`config.mk`:
```
export PLATFORM = sky130hd
export DESIGN_NAME = serial_command_frame_slave
export DESIGN_NICKNAME = d
export VERILOG_FILES = /design/src/rtl/frame_pkg.sv /design/src/rtl/byte_fifo.sv /design/src/rtl/serial_command_frame_slave.sv
export SDC_FILE = /design/constraint.sdc
export NUM_CORES = 1
export LEC_CHECK = 0
export ABC_AREA = 1
export BUFFER_PORTS_ARGS = -buffer_cell sky130_fd_sc_hd__buf_2
export CAP_MARGIN = 20
export CORE_MARGIN = 5
export CORE_UTILIZATION = 25
export DETAILED_ROUTE_END_ITERATION = 10
export PLACE_DENSITY = 0.48
export SETUP_SLACK_MARGIN = 0.05
export SLEW_MARGIN = 10
export SYNTH_ARGS = -nofsm -noshare
export SYNTH_HDL_FRONTEND = slang
export SYNTH_SLANG_ARGS = --single-unit
```
`constraint.sdc`:
```
create_clock -name clk -period 8.2 [get_ports clk]
set_input_delay 1.64 -clock clk [delete_from_list [all_inputs] [get_ports clk]]
set_output_delay 1.64 -clock clk [all_outputs]
set_load 0.01 [all_outputs]
```
`src/rtl/frame_pkg.sv`:
```
// constants and types shared by the command frame slave and its fifo
// Operation
// command, type, bank, four value bytes MSB first
// serial frame: address, seven core bytes, checksum
// checksum is 8-bit sum of preceding bytes
// CAN frames drop address and checksum bytes
// command finishes before its single reply
// master awaits reply before next command
// drive bus only while sending solicited reply
// accept host and standalone program commands
// reply: addresses, status, command, value, checksum
// status codes 100,1,2,3,4,6
// drop foreign-address frames without reply
package frame_pkg;

  ////////////////////////////////////////////////////////////////////////////
  // widths and depths
  localparam int BYTE_W     = 8;                // stream byte width
  localparam int FIFO_DEPTH = 32;               // receive fifo words

  ////////////////////////////////////////////////////////////////////////////
  // command frame byte positions
  localparam logic [3:0] IDX_ADDR = 4'h0;       // module address
  localparam logic [3:0] IDX_CMD  = 4'h1;       // command number
  localparam logic [3:0] IDX_TYPE = 4'h2;       // type number
  localparam logic [3:0] IDX_BANK = 4'h3;       // motor or bank
  localparam logic [3:0] IDX_VAL  = 4'h4;       // value, msb byte first
  localparam logic [3:0] SER_LAST = 4'h8;       // last count, serial frame
  localparam logic [3:0] CAN_LAST = 4'h6;       // last count, can frame

  ////////////////////////////////////////////////////////////////////////////
  // reply byte positions and lengths
  localparam logic [3:0] RP_RADDR   = 4'h0;     // reply address
  localparam logic [3:0] RP_MADDR   = 4'h1;     // module address
  localparam logic [3:0] RP_STAT    = 4'h2;     // status
  localparam logic [3:0] RP_CMD     = 4'h3;     // command number
  localparam logic [3:0] RP_VAL     = 4'h4;     // first value byte
  localparam logic [3:0] RP_CSUM    = 4'h8;     // checksum
  localparam logic [3:0] RP_END_SER = 4'h9;     // past last serial byte
  localparam logic [3:0] RP_END_CAN = 4'h8;     // past last can byte
  localparam logic [3:0] LEN_SER    = 4'h9;     // serial reply bytes
  localparam logic [3:0] LEN_CAN    = 4'h7;     // can reply bytes

  ////////////////////////////////////////////////////////////////////////////
  // status codes
  localparam logic [7:0] ST_OK     = 8'h64;     // success
  localparam logic [7:0] ST_CSUM   = 8'h01;     // wrong checksum
  localparam logic [7:0] ST_BADCMD = 8'h02;     // invalid command
  localparam logic [7:0] ST_TYPE   = 8'h03;     // wrong type
  localparam logic [7:0] ST_VALUE  = 8'h04;     // invalid value
  localparam logic [7:0] ST_NA     = 8'h06;     // not available

  // executor result kinds
  localparam logic [2:0] RES_OK     = 3'h0;
  localparam logic [2:0] RES_BADCMD = 3'h1;
  localparam logic [2:0] RES_TYPE   = 3'h2;
  localparam logic [2:0] RES_VALUE  = 3'h3;
  localparam logic [2:0] RES_NA     = 3'h4;

  // reset values
  localparam logic [7:0]  RST_BYTE = 8'h00;
  localparam logic [31:0] RST_WORD = 32'h0000_0000;

  ////////////////////////////////////////////////////////////////////////////
  // sequencer phases
  typedef enum logic [1:0] {ST_RECV, ST_ISSUE, ST_EXEC, ST_REPLY} phase_e;

  // result kind to reply status, unknown kinds report not available
  function automatic logic [7:0] encodeStatus(input logic [2:0] res);
    logic [7:0] st;
    st = ST_NA;
    unique case (res)
      RES_OK:     st = ST_OK;
      RES_BADCMD: st = ST_BADCMD;
      RES_TYPE:   st = ST_TYPE;
      RES_VALUE:  st = ST_VALUE;
      default:    st = ST_NA;
    endcase
    return st;
  endfunction

endpackage

```
`src/rtl/byte_fifo.sv`:
```
// synchronous fifo with valid/ready on both sides
`timescale 1ns/100ps
module byte_fifo #(
  parameter int W     = 8,
  parameter int DEPTH = 32
) (
  // clock and reset
  input  wire logic         clk,
  input  wire logic         sys_rst,
  // filling side
  input  wire logic         inValid,
  input  wire logic [W-1:0] inData,
  output logic              inReady,
  // draining side
  output logic              outValid,
  output logic [W-1:0]      outData,
  input  wire logic         outReady
);
  localparam int AW = $clog2(DEPTH);                 // pointer width
  localparam logic [AW:0] FULL = (AW+1)'(DEPTH);     // full count

  logic [W-1:0] mem [0:DEPTH-1];                     // storage
  logic [AW-1:0] wrPtr_r;                            // write pointer
  logic [AW-1:0] rdPtr_r;                            // read pointer
  logic [AW:0]   count_r;                            // words held
  logic [AW:0]   count_nxt;                          // next count
  logic          wrEn;                               // push this cycle
  logic          rdEn;                               // pop this cycle

  // handshake decode and next count
  always_comb
  begin
    wrEn      = inValid && inReady;
    rdEn      = outValid && outReady;
    count_nxt = count_r;
    if (wrEn && !rdEn)
      count_nxt = count_r + 1'b1;
    else if (rdEn && !wrEn)
      count_nxt = count_r - 1'b1;
    outValid = (count_r != '0);
    outData  = mem[rdPtr_r];
  end

  // storage write, no reset needed
  always_ff @(posedge clk)
  begin
    if (wrEn)
      mem[wrPtr_r] <= inData;
  end

  // pointers, count and registered ready
  always_ff @(posedge clk)
  begin
    if (sys_rst)
    begin
      wrPtr_r <= '0;
      rdPtr_r <= '0;
      count_r <= '0;
      inReady <= 1'b0;
    end
    else
    begin
      if (wrEn)
        wrPtr_r <= wrPtr_r + 1'b1;
      if (rdEn)
        rdPtr_r <= rdPtr_r + 1'b1;
      count_r <= count_nxt;
      inReady <= (count_nxt != FULL);
    end
  end
endmodule

```
`src/rtl/serial_command_frame_slave.sv`:
```
// command frame receiver, executor handshake and reply sender
`timescale 1ns/100ps
module serial_command_frame_slave (
  // clock and reset
  input  wire logic        clk,
  input  wire logic        sys_rst,
  // configuration
  input  wire logic        canModePin,
  input  wire logic [7:0]  moduleAddr,
  input  wire logic [7:0]  replyAddr,
  // received byte stream
  input  wire logic        rxValid,
  input  wire logic [7:0]  rxData,
  output logic             rxReady,
  // reply byte stream and line driver
  output logic             txValid_r,
  output logic [7:0]       txData_r,
  input  wire logic        txReady,
  output logic             txDriveEn_r,
  // standalone program commands
  input  wire logic        progValid,
  input  wire logic [7:0]  progCode,
  input  wire logic [7:0]  progType,
  input  wire logic [7:0]  progBank,
  input  wire logic [31:0] progValue,
  output logic             progReady_r,
  output logic             progDone_r,
  output logic [7:0]       progStatus_r,
  output logic [31:0]      progResult_r,
  // command executor
  output logic             cmdValid_r,
  output logic             cmdFromProg_r,
  output logic [7:0]       cmdCode_r,
  output logic [7:0]       cmdType_r,
  output logic [7:0]       cmdBank_r,
  output logic [31:0]      cmdValue_r,
  input  wire logic        execDone,
  input  wire logic [2:0]  execResult,
  input  wire logic [31:0] execValue
);
  ////////////////////////////////////////////////////////////////////////////
  // declarations
  logic              canS1_r;          // mode strap, first stage
  logic              canS2_r;          // mode strap, synchronised
  frame_pkg::phase_e state_r;          // sequencer phase
  logic [3:0]        rxCnt_r;          // bytes of frame so far
  logic [7:0]        rxSum_r;          // running frame sum
  logic [7:0]        frame_r [0:8];    // assembled frame
  logic              fromProg_r;       // pending command source
  logic [7:0]        repStatus_r;      // reply status
  logic [7:0]        repCmd_r;         // reply command number
  logic [31:0]       repValue_r;       // reply value
  logic [3:0]        txPos_r;          // next reply position
  logic [7:0]        txSum_r;          // sum of loaded bytes
  logic [3:0]        txCount_r;        // fired bytes, checking only
  logic [7:0]        firedSum_r;       // fired sum, checking only
  logic              fifoValid;        // byte waiting
  logic [7:0]        fifoData;         // waiting byte
  logic              popByte;          // consume a byte
  logic              frameDone;        // last byte of frame now
  logic              addrOk;           // address matches
  logic              csumOk;           // checksum matches
  logic              progTake;         // program command taken
  logic              execTake;         // executor finished
  logic              txFire;           // reply byte accepted
  logic              txStep;           // tx register may advance
  logic              txEnd;            // all reply bytes loaded
  logic [3:0]        lastIdx;          // last count for mode
  logic [3:0]        storeIdx;         // frame slot for byte
  logic [7:0]        txByte;           // byte for txPos_r

  // reply byte at a position, value msb first
  function automatic logic [7:0] replyByte(input logic [3:0] pos, input logic [7:0] st,
                                           input logic [7:0] cm, input logic [31:0] v,
                                           input logic [7:0] ra, input logic [7:0] ma,
                                           input logic [7:0] cs);
    logic [7:0] b;
    b = cs;
    case (pos)
      frame_pkg::RP_RADDR:       b = ra;
      frame_pkg::RP_MADDR:       b = ma;
      frame_pkg::RP_STAT:        b = st;
      frame_pkg::RP_CMD:         b = cm;
      frame_pkg::RP_VAL:         b = v[31:24];
      frame_pkg::RP_VAL + 4'h1:  b = v[23:16];
      frame_pkg::RP_VAL + 4'h2:  b = v[15:8];
      frame_pkg::RP_VAL + 4'h3:  b = v[7:0];
      default:                   b = cs;
    endcase
    return b;
  endfunction

  ////////////////////////////////////////////////////////////////////////////
  // receive fifo, drained only while listening so it back-pressures
  byte_fifo #(.W(frame_pkg::BYTE_W), .DEPTH(frame_pkg::FIFO_DEPTH)) rxFifo (
    .clk      (clk),
    .sys_rst  (sys_rst),
    .inValid  (rxValid),
    .inData   (rxData),
    .inReady  (rxReady),
    .outValid (fifoValid),
    .outData  (fifoData),
    .outReady (popByte)
  );

  ////////////////////////////////////////////////////////////////////////////
  // decode
  always_comb
  begin
    lastIdx   = canS2_r ? frame_pkg::CAN_LAST : frame_pkg::SER_LAST;
    storeIdx  = canS2_r ? rxCnt_r + 4'h1 : rxCnt_r;
    progTake  = progValid && progReady_r && (state_r == frame_pkg::ST_RECV);
    popByte   = fifoValid && (state_r == frame_pkg::ST_RECV) && !progTake;
    frameDone = popByte && (rxCnt_r == lastIdx);
    addrOk    = (frame_r[frame_pkg::IDX_ADDR] == moduleAddr);
    csumOk    = (fifoData == rxSum_r);
    execTake  = execDone && (state_r == frame_pkg::ST_EXEC);
    txFire    = txValid_r && txReady;
    txStep    = (state_r == frame_pkg::ST_REPLY) && (!txValid_r || txReady);
    txEnd     = (txPos_r == (canS2_r ? frame_pkg::RP_END_CAN : frame_pkg::RP_END_SER));
    txByte    = replyByte(txPos_r, repStatus_r, repCmd_r, repValue_r, replyAddr,
                          moduleAddr, txSum_r);
  end

  ////////////////////////////////////////////////////////////////////////////
  // mode strap synchroniser
  always_ff @(posedge clk)
  begin
    if (sys_rst)
    begin
      canS1_r <= 1'b0;
      canS2_r <= 1'b0;
    end
    else
    begin
      canS1_r <= canModePin;
      canS2_r <= canS1_r;
    end
  end

  ////////////////////////////////////////////////////////////////////////////
  // sequencer
  always_ff @(posedge clk)
  begin
    if (sys_rst)
      state_r <= frame_pkg::ST_RECV;
    else
    begin
      unique case (state_r)
        frame_pkg::ST_RECV:
        begin
          if (progTake)
            state_r <= frame_pkg::ST_ISSUE;
          else if (frameDone && canS2_r)
            state_r <= frame_pkg::ST_ISSUE;
          else if (frameDone && addrOk && !csumOk)
            state_r <= frame_pkg::ST_REPLY;
          else if (frameDone && addrOk)
            state_r <= frame_pkg::ST_ISSUE;
        end
        frame_pkg::ST_ISSUE:
          state_r <= frame_pkg::ST_EXEC;
        frame_pkg::ST_EXEC:
        begin
          // reply only after the command has completed
          if (execTake)
            state_r <= fromProg_r ? frame_pkg::ST_RECV : frame_pkg::ST_REPLY;
        end
        frame_pkg::ST_REPLY:
        begin
          if (txFire && txEnd)
            state_r <= frame_pkg::ST_RECV;
        end
      endcase
    end
  end

  ////////////////////////////////////////////////////////////////////////////
  // frame assembly and running checksum
  always_ff @(posedge clk)
  begin
    if (sys_rst)
    begin
      rxCnt_r    <= 4'h0;
      rxSum_r    <= frame_pkg::RST_BYTE;
      fromProg_r <= 1'b0;
    end
    else if (popByte)
    begin
      frame_r[storeIdx] <= fifoData;
      rxSum_r <= (rxCnt_r == 4'h0) ? fifoData : rxSum_r + fifoData;
      rxCnt_r <= frameDone ? 4'h0 : rxCnt_r + 4'h1;
      fromProg_r <= 1'b0;
    end
    else if (progTake)
    begin
      // program command fills the core slots like a host frame
      frame_r[frame_pkg::IDX_CMD]         <= progCode;
      frame_r[frame_pkg::IDX_TYPE]        <= progType;
      frame_r[frame_pkg::IDX_BANK]        <= progBank;
      frame_r[frame_pkg::IDX_VAL]         <= progValue[31:24];
      frame_r[frame_pkg::IDX_VAL + 4'h1]  <= progValue[23:16];
      frame_r[frame_pkg::IDX_VAL + 4'h2]  <= progValue[15:8];
      frame_r[frame_pkg::IDX_VAL + 4'h3]  <= progValue[7:0];
      fromProg_r <= 1'b1;
    end
  end

  ////////////////////////////////////////////////////////////////////////////
  // command issue to executor
  always_ff @(posedge clk)
  begin
    if (sys_rst)
    begin
      cmdValid_r    <= 1'b0;
      cmdFromProg_r <= 1'b0;
      cmdCode_r     <= frame_pkg::RST_BYTE;
      cmdType_r     <= frame_pkg::RST_BYTE;
      cmdBank_r     <= frame_pkg::RST_BYTE;
      cmdValue_r    <= frame_pkg::RST_WORD;
    end
    else
    begin
      cmdValid_r <= (state_r == frame_pkg::ST_ISSUE);
      if (state_r == frame_pkg::ST_ISSUE)
      begin
        cmdFromProg_r <= fromProg_r;
        cmdCode_r     <= frame_r[frame_pkg::IDX_CMD];
        cmdType_r     <= frame_r[frame_pkg::IDX_TYPE];
        cmdBank_r     <= frame_r[frame_pkg::IDX_BANK];
        cmdValue_r    <= {frame_r[frame_pkg::IDX_VAL], frame_r[frame_pkg::IDX_VAL + 4'h1],
                          frame_r[frame_pkg::IDX_VAL + 4'h2], frame_r[frame_pkg::IDX_VAL + 4'h3]};
      end
    end
  end

  ////////////////////////////////////////////////////////////////////////////
  // reply contents
  always_ff @(posedge clk)
  begin
    if (sys_rst)
    begin
      repStatus_r <= frame_pkg::RST_BYTE;
      repCmd_r    <= frame_pkg::RST_BYTE;
      repValue_r  <= frame_pkg::RST_WORD;
    end
    else if ((state_r == frame_pkg::ST_RECV) && frameDone && !canS2_r && addrOk && !csumOk)
    begin
      repStatus_r <= frame_pkg::ST_CSUM;
      repCmd_r    <= frame_r[frame_pkg::IDX_CMD];
      repValue_r  <= frame_pkg::RST_WORD;
    end
    else if (execTake && !fromProg_r)
    begin
      repStatus_r <= frame_pkg::encodeStatus(execResult);
      repCmd_r    <= cmdCode_r;
      repValue_r  <= execValue;
    end
  end

  ////////////////////////////////////////////////////////////////////////////
  // program handshake and result, never sent on the bus
  always_ff @(posedge clk)
  begin
    if (sys_rst)
    begin
      progReady_r  <= 1'b0;
      progDone_r   <= 1'b0;
      progStatus_r <= frame_pkg::RST_BYTE;
      progResult_r <= frame_pkg::RST_WORD;
    end
    else
    begin
      // only between host frames, a program command taken wins over a host byte in that cycle
      progReady_r <= (state_r == frame_pkg::ST_RECV) && (rxCnt_r == 4'h0) && !fifoValid
                     && !progTake;
      progDone_r  <= execTake && fromProg_r;
      if (execTake && fromProg_r)
      begin
        progStatus_r <= frame_pkg::encodeStatus(execResult);
        progResult_r <= execValue;
      end
    end
  end

  ////////////////////////////////////////////////////////////////////////////
  // reply transmitter and line driver enable
  always_ff @(posedge clk)
  begin
    if (sys_rst)
    begin
      txValid_r   <= 1'b0;
      txData_r    <= frame_pkg::RST_BYTE;
      txPos_r     <= frame_pkg::RP_RADDR;
      txSum_r     <= frame_pkg::RST_BYTE;
      txDriveEn_r <= 1'b0;
    end
    else if (state_r != frame_pkg::ST_REPLY)
    begin
      txValid_r   <= 1'b0;
      txPos_r     <= canS2_r ? frame_pkg::RP_MADDR : frame_pkg::RP_RADDR;
      txSum_r     <= frame_pkg::RST_BYTE;
      txDriveEn_r <= 1'b0;
    end
    else
    begin
      txDriveEn_r <= !(txFire && txEnd);
      if (txStep)
      begin
        if (txValid_r && txEnd)
          txValid_r <= 1'b0;
        else
        begin
          txData_r  <= txByte;
          txValid_r <= 1'b1;
          txSum_r   <= txSum_r + txByte;
          txPos_r   <= txPos_r + 4'h1;
        end
      end
    end
  end

  // helper counters for the checks below
  always_ff @(posedge clk)
  begin
    if (sys_rst || (state_r != frame_pkg::ST_REPLY))
    begin
      txCount_r  <= 4'h0;
      firedSum_r <= frame_pkg::RST_BYTE;
    end
    else if (txFire)
    begin
      txCount_r  <= txCount_r + 4'h1;
      firedSum_r <= firedSum_r + txData_r;
    end
  end
endmodule

```
# Word-level counts from Yosys, hierarchy flattened
# Memory sizes are Yosys's and may differ from the RTL's. A register that Yosys moved wholly into a read port is not among the register bits.
# Cells that the tools add are included.
[word_totals] n_memories=2 in_bits=122 out_inout_bits=111 word_cells=152 register_bits=154 ram_bits=328
[classes] eq_ne=23 addsub=8 n_reduce_logical=51 n_bitwise=2 n_mux=40
[mem_list] memory="rxFifo.mem" depth=32 word_bits=8 read_ports=1 rd_clocked_by_memory_dff=1 write_ports=1 line="byte_fifo.sv:22" source="logic [W-1:0] mem [0:DEPTH-1];"
[mem_list] memory="frame_r" depth=9 word_bits=8 read_ports=8 rd_clocked_by_memory_dff=6 write_ports=7 line="serial_command_frame_slave.sv:48" source="logic [7:0] frame_r [0:8];"
[ops] cell="8-bit case mux with 8 select lines" count=1
[ops] cell="8-bit two-way mux" count=4
[ops] cell="4-bit two-way mux" count=7
[ops] cell="7-bit case mux with 4 select lines" count=1
[ops] cell="1-bit logical AND" count=26
[ops] cell="8-bit adder" count=2
[ops] cell="4-bit by 3-bit == test with 1-bit output (second input constant)" count=4
[ops] cell="8-bit == test" count=2
[ops] cell="1-bit two-way mux" count=15
[ops] cell="2-bit two-way mux" count=7
[ops] cell="6-bit two-way mux" count=2
[ops] cell="5-bit by 1-bit adder with 5-bit output (second input constant)" count=2
[ops] cell="5-bit two-way mux" count=2
[ops] cell="1-bit zero test" count=9
[ops] cell="4-bit by 1-bit adder with 4-bit output (second input constant)" count=2
[ops] cell="4-bit by 2-bit == test with 1-bit output (second input constant)" count=2
[ops] cell="4-bit == test" count=2
[ops] cell="4-bit zero test" count=2
[ops] cell="2-bit case mux with 4 select lines" count=1
[ops] cell="8-bit OR reduction" count=1
[ops] cell="6-bit by 1-bit adder with 6-bit output (second input constant)" count=1
[ops] cell="3-bit by 2-bit == test with 1-bit output (second input constant)" count=2
[ops] cell="2-bit inequality test (second input constant)" count=3
[ops] cell="6-bit inequality test (second input constant)" count=1
[ops] cell="other kinds (16)" count=23

# Longest topological paths before layout
[depth] word_depth=11 ltp_mapped=21 ltp_nobuf=21

# By module
# A second synthesis with hierarchy kept.
[unflattened] hier_cells=2245 hier_area_um2=21904.8
[by_module_without_submodules] module="byte_fifo" instances=1 cells_per_inst=922 area_per_inst_um2=11383.4 seq_area_each_um2=8127.8
[by_module_without_submodules] module="serial_command_frame_slave" instances=1 cells_per_inst=1323 area_per_inst_um2=10521.3 seq_area_each_um2=5505.3

# Worst setup path after synthesis
# OpenSTA, ideal clock, no wires.
[synth_path] kind="input-to-reg" start="in moduleAddr[0]" end="reg txSum_r[6]" t_arrival_ps=3709 required_time_ps=8083 setup_time_ps=117 path_buffers=0 cell_stages=17 slack_ps=4373 path_cell_list="a22o_1 -> a221oi_1 -> nand3_1 -> o21ai_0 -> inv_1 -> ha_1 -> fa_1 -> nand2_1 -> nand2_1 -> a21oi_1 -> nor2_1 -> o21ai_0 -> nand2_1 -> nand2_1 -> nand2_1 -> o221ai_1 -> inv_1"
[synth_via] elab_chain_cells=2
[synth_lines] element="start, declared" line="serial_command_frame_slave.sv:9" source="input wire logic [7:0] moduleAddr,"
[synth_lines] element="8-bit case mux with 8 select lines" line="serial_command_frame_slave.sv:79" source="case (pos)"
[synth_lines] element="net txByte[0]" line="serial_command_frame_slave.sv:70" source="logic [7:0] txByte;"
[synth_lines] element="8-bit adder" line="serial_command_frame_slave.sv:316" source="txSum_r <= txSum_r + txByte;"
[synth_lines] element="end signal, assigned" line="serial_command_frame_slave.sv:295" source="txSum_r <= frame_pkg::RST_BYTE;"
[synth_lines] element="end signal, assigned" line="serial_command_frame_slave.sv:302" source="txSum_r <= frame_pkg::RST_BYTE;"
[synth_lines] element="end signal, assigned" line="serial_command_frame_slave.sv:316"
[synth_lines] element="end, declared" line="serial_command_frame_slave.sv:54" source="logic [7:0] txSum_r;"
# The timed path passes the listed nets, and every way through them passes these cells.
# A chain may end at the register's enable or synchronous reset.

==> flow_summary.toml <==
[layout]
multi_input_area_um2 = 7000
syn_to_final_growth_pct = 19.2
fillers = 8839
seqCellArea_um2 = 13600
utilization = 0.302
drive_above_1_share = 0.164
final_nets = 2520

[setup_path]
slowest_stage = "inv_2"
path_max_fanout = 69
r2r_slack_ns = 3.10
path_class = "reg -> reg"
worstPathRequired_ns = 8.72
path_cells = "inv_2 > buf_4 > o21ai_0 > o22ai_1 > o21ai_1 > o211ai_1 > and2_1 > ha_1 > nor2_1 > nand3_1 > nor4_1 > nand3_4 > nand2_8 > nand2_4 > a21oi_1"
start_kind = "flip-flop"
critPathMaxStageDelay_ns = 0.82
crit_arrival_ns = 5.62
crit_path_end_kind = "flip-flop"

[synth]
avgSynthCellArea_um2 = 9.96
synthFlopType = "edfxtp_1"
ys_warn_count = 0
syn_area_um2 = 21600
synth_most_common_cell = "nor2_1"
synth_edf_count = 320
synth_cell_types = 47
synth_top_area_share = 0.444
async_flop_share = 0
synth_common_cells = "nor2_1, nand2_1, edfxtp_1"
ys_seq_elements = 521
synth_area_leaders = "edfxtp_1, dfxtp_1, nor2_1"
synth_top_area_cell = "edfxtp_1"
synth_cells = 2173
yosysSeqAreaShare = 0.630

[timing]
worst_pin_slew_ns = 1.12
fin_crit_sh = 0.622
hold_viol = 0
setup_tns_ns = 0
slew_violations = 0
max_freq_ghz = 0.196
final.min_clock_period_ns = 5.10
setup_viol = 0
finClkSkew_ns = 0.0597
rsz0062_at_grt = "no"
maxSlewHeadroom = 0.249

[grt]
grt_max_degree = 102
antenna_found_initial = 4
grtUsageTotal = 0.133
grt_pass1_vias = 16123
grt_overflow = 0
grt_pass1_wl_um = 97600

[job]
max_cap_viol_count = 0

[clock_tree]
cts_tree = "done"
clock_sinks = 521
postCtsHoldBufs = 0
clk_pin_slew_worst_paths_ns = 0.06
cts_max_path_buffers = 3
cts.htree.levels = 2
cts-root-buf = "clkbuf_16"
cts_buffers = 55
post_cts_resized = 0
worstSkewPairLatency_ns = 0.63
cts_setup_buffers = 0

[floorplan]
die_x_um = 304
io_pins = 233
die-area_um2 = 92500
start_util = 0.253
fp.coreArea_um2 = 85500
rows = 107
dieHeight_um = 304

[placement]
dp_hpwl_um = 42800
portBuffers = 229
gp_congestion = 0.832

[route]
dr.pass1.iters = 5
drc = 0
routed_wl_um = 64200
drtAntennaViolNets = 0
drtIter0Drc = 1107
vias_per_cell = 4.61
vias = 16409
route.detailed.wl_per_inst_um = 18.0

[power]
power_density_nw_per_um2 = 299
p_leak_nw = 9.74
peakVddDrop_uv = 172

[worst_hold_path]
holdCritPathClass = "reg -> reg"

[run_status]
status = "finished clean"
[cells in the final DEF, fill, tap and decap left out, drive strengths merged, types with 17 or more instances in the layout]
cell type  synthesis  final
ha                28     28
nand2            332    332
o221ai            43     43
clkinv             3     17
o22ai             24     24
dfxtp            201    201
a21oi             84     84
inv              124    129
edfxtp           320    320
clkbuf            84     73
nand3            110    110
nor2             402    402
buf               32    252
o21ai            302    302
[cell families after synthesis]
logic type / synth area share
adders and majority gates: 0.0180
other: 0.000173
AOI/OAI and AO/OA: 0.128
buffers and inverters: 0.0475
and+or+nand+nor: 0.165
DFF: 0.630
xor gates and xnor gates: 0.0105
[path summary, 6_finish.rpt]
| check | endpoint | cells after the start | from |
|---|---|---|---|
| worst min register to register | rxSum_r[0] | 2 | rxSum_r[0] |
| worst max register to register | repValue_r[0] | 15 | flip-flop |
| worst min-delay path | rxSum_r[0] | 2 | rxSum_r[0] |
| worst max-delay path | repValue_r[0] | 15 | flip-flop |
[final cells by class]
| class | count | area share |
|---|---|---|
| Inverter | 127 | 0.0185 |
| Sequential cell | 521 | 0.529 |
| Clock buffer | 73 | 0.0592 |
| Clock inverter | 30 | 0.0156 |
| Antenna cell | 2 | 0.000194 |
| Tap cell | 1144 | 0.0555 |
| Multi-Input combinational cell | 1411 | 0.271 |
| Timing Repair Buffer | 252 | 0.0509 |
[registers in the layout, indices dropped and copies added (netlist names), 4 cells and up, named ones only]
register        cells
rxSum_r             8
repCmd_r            8
progResult_r       32
cmdType_r           8
txData_r            8
rxFifo.wrPtr_r      5
cmdBank_r           8
repValue_r         32
cmdValue_r         32
frame_r            64
progStatus_r        4
rxFifo.rdPtr_r      5
rxCnt_r             4
rxFifo.count_r      6
rxFifo.mem        256
cmdCode_r           8
repStatus_r         4
txSum_r             8
txPos_r             4
[per-layer routing]
layer | share of wire | vias up | track usage
met5 | 0.00042 | - | 0
met1 | 0.44 | 7922 | 0.172
met4 | 0.024 | 4 | 0.0372
met3 | 0.057 | 97 | 0.0276
li1 | - | 7878 | -
met2 | 0.48 | 508 | 0.226
[stage by stage]
step / area, µm² / hold WS [ns] / power [W] / setup slack, ns / cells
after floorplan: 21600 / 0.388 / 0.00447 / 4.37 / 2175
after global placement: 23800 / 0.448 / 0.00512 / 3.08 / 3451
after detailed placement: 23900 / 0.450 / 0.00515 / 3.03 / 3453
after CTS: 25800 / 0.462 / 0.00782 / 3.01 / 3556
after global routing: 25800 / 0.482 / 0.00816 / 2.59 / 3558
final: 25800 / 0.464 / 0.00772 / 3.10 / 3560
[worst max-delay path: cells and delay by family, from the launching register on]
kind / cells / cell delay [ns]
and+or+nand+nor: 7 / 1.57
buffers and inverters: 2 / 1.52
AOI/OAI and AO/OA: 5 / 1.01
DFF: 1 / 0.52
adders and majority gates: 1 / 0.30
[power breakdown]
group	total [W]	leakage (nW)	switching, W	internal, W
logic	0.00190	4.29	0.00133	0.000571
registers	0.00317	4.51	0.000136	0.00303
clock network	0.00265	0.941	0.00108	0.00157
No activity file was read; power rests on OpenSTA's default activity.
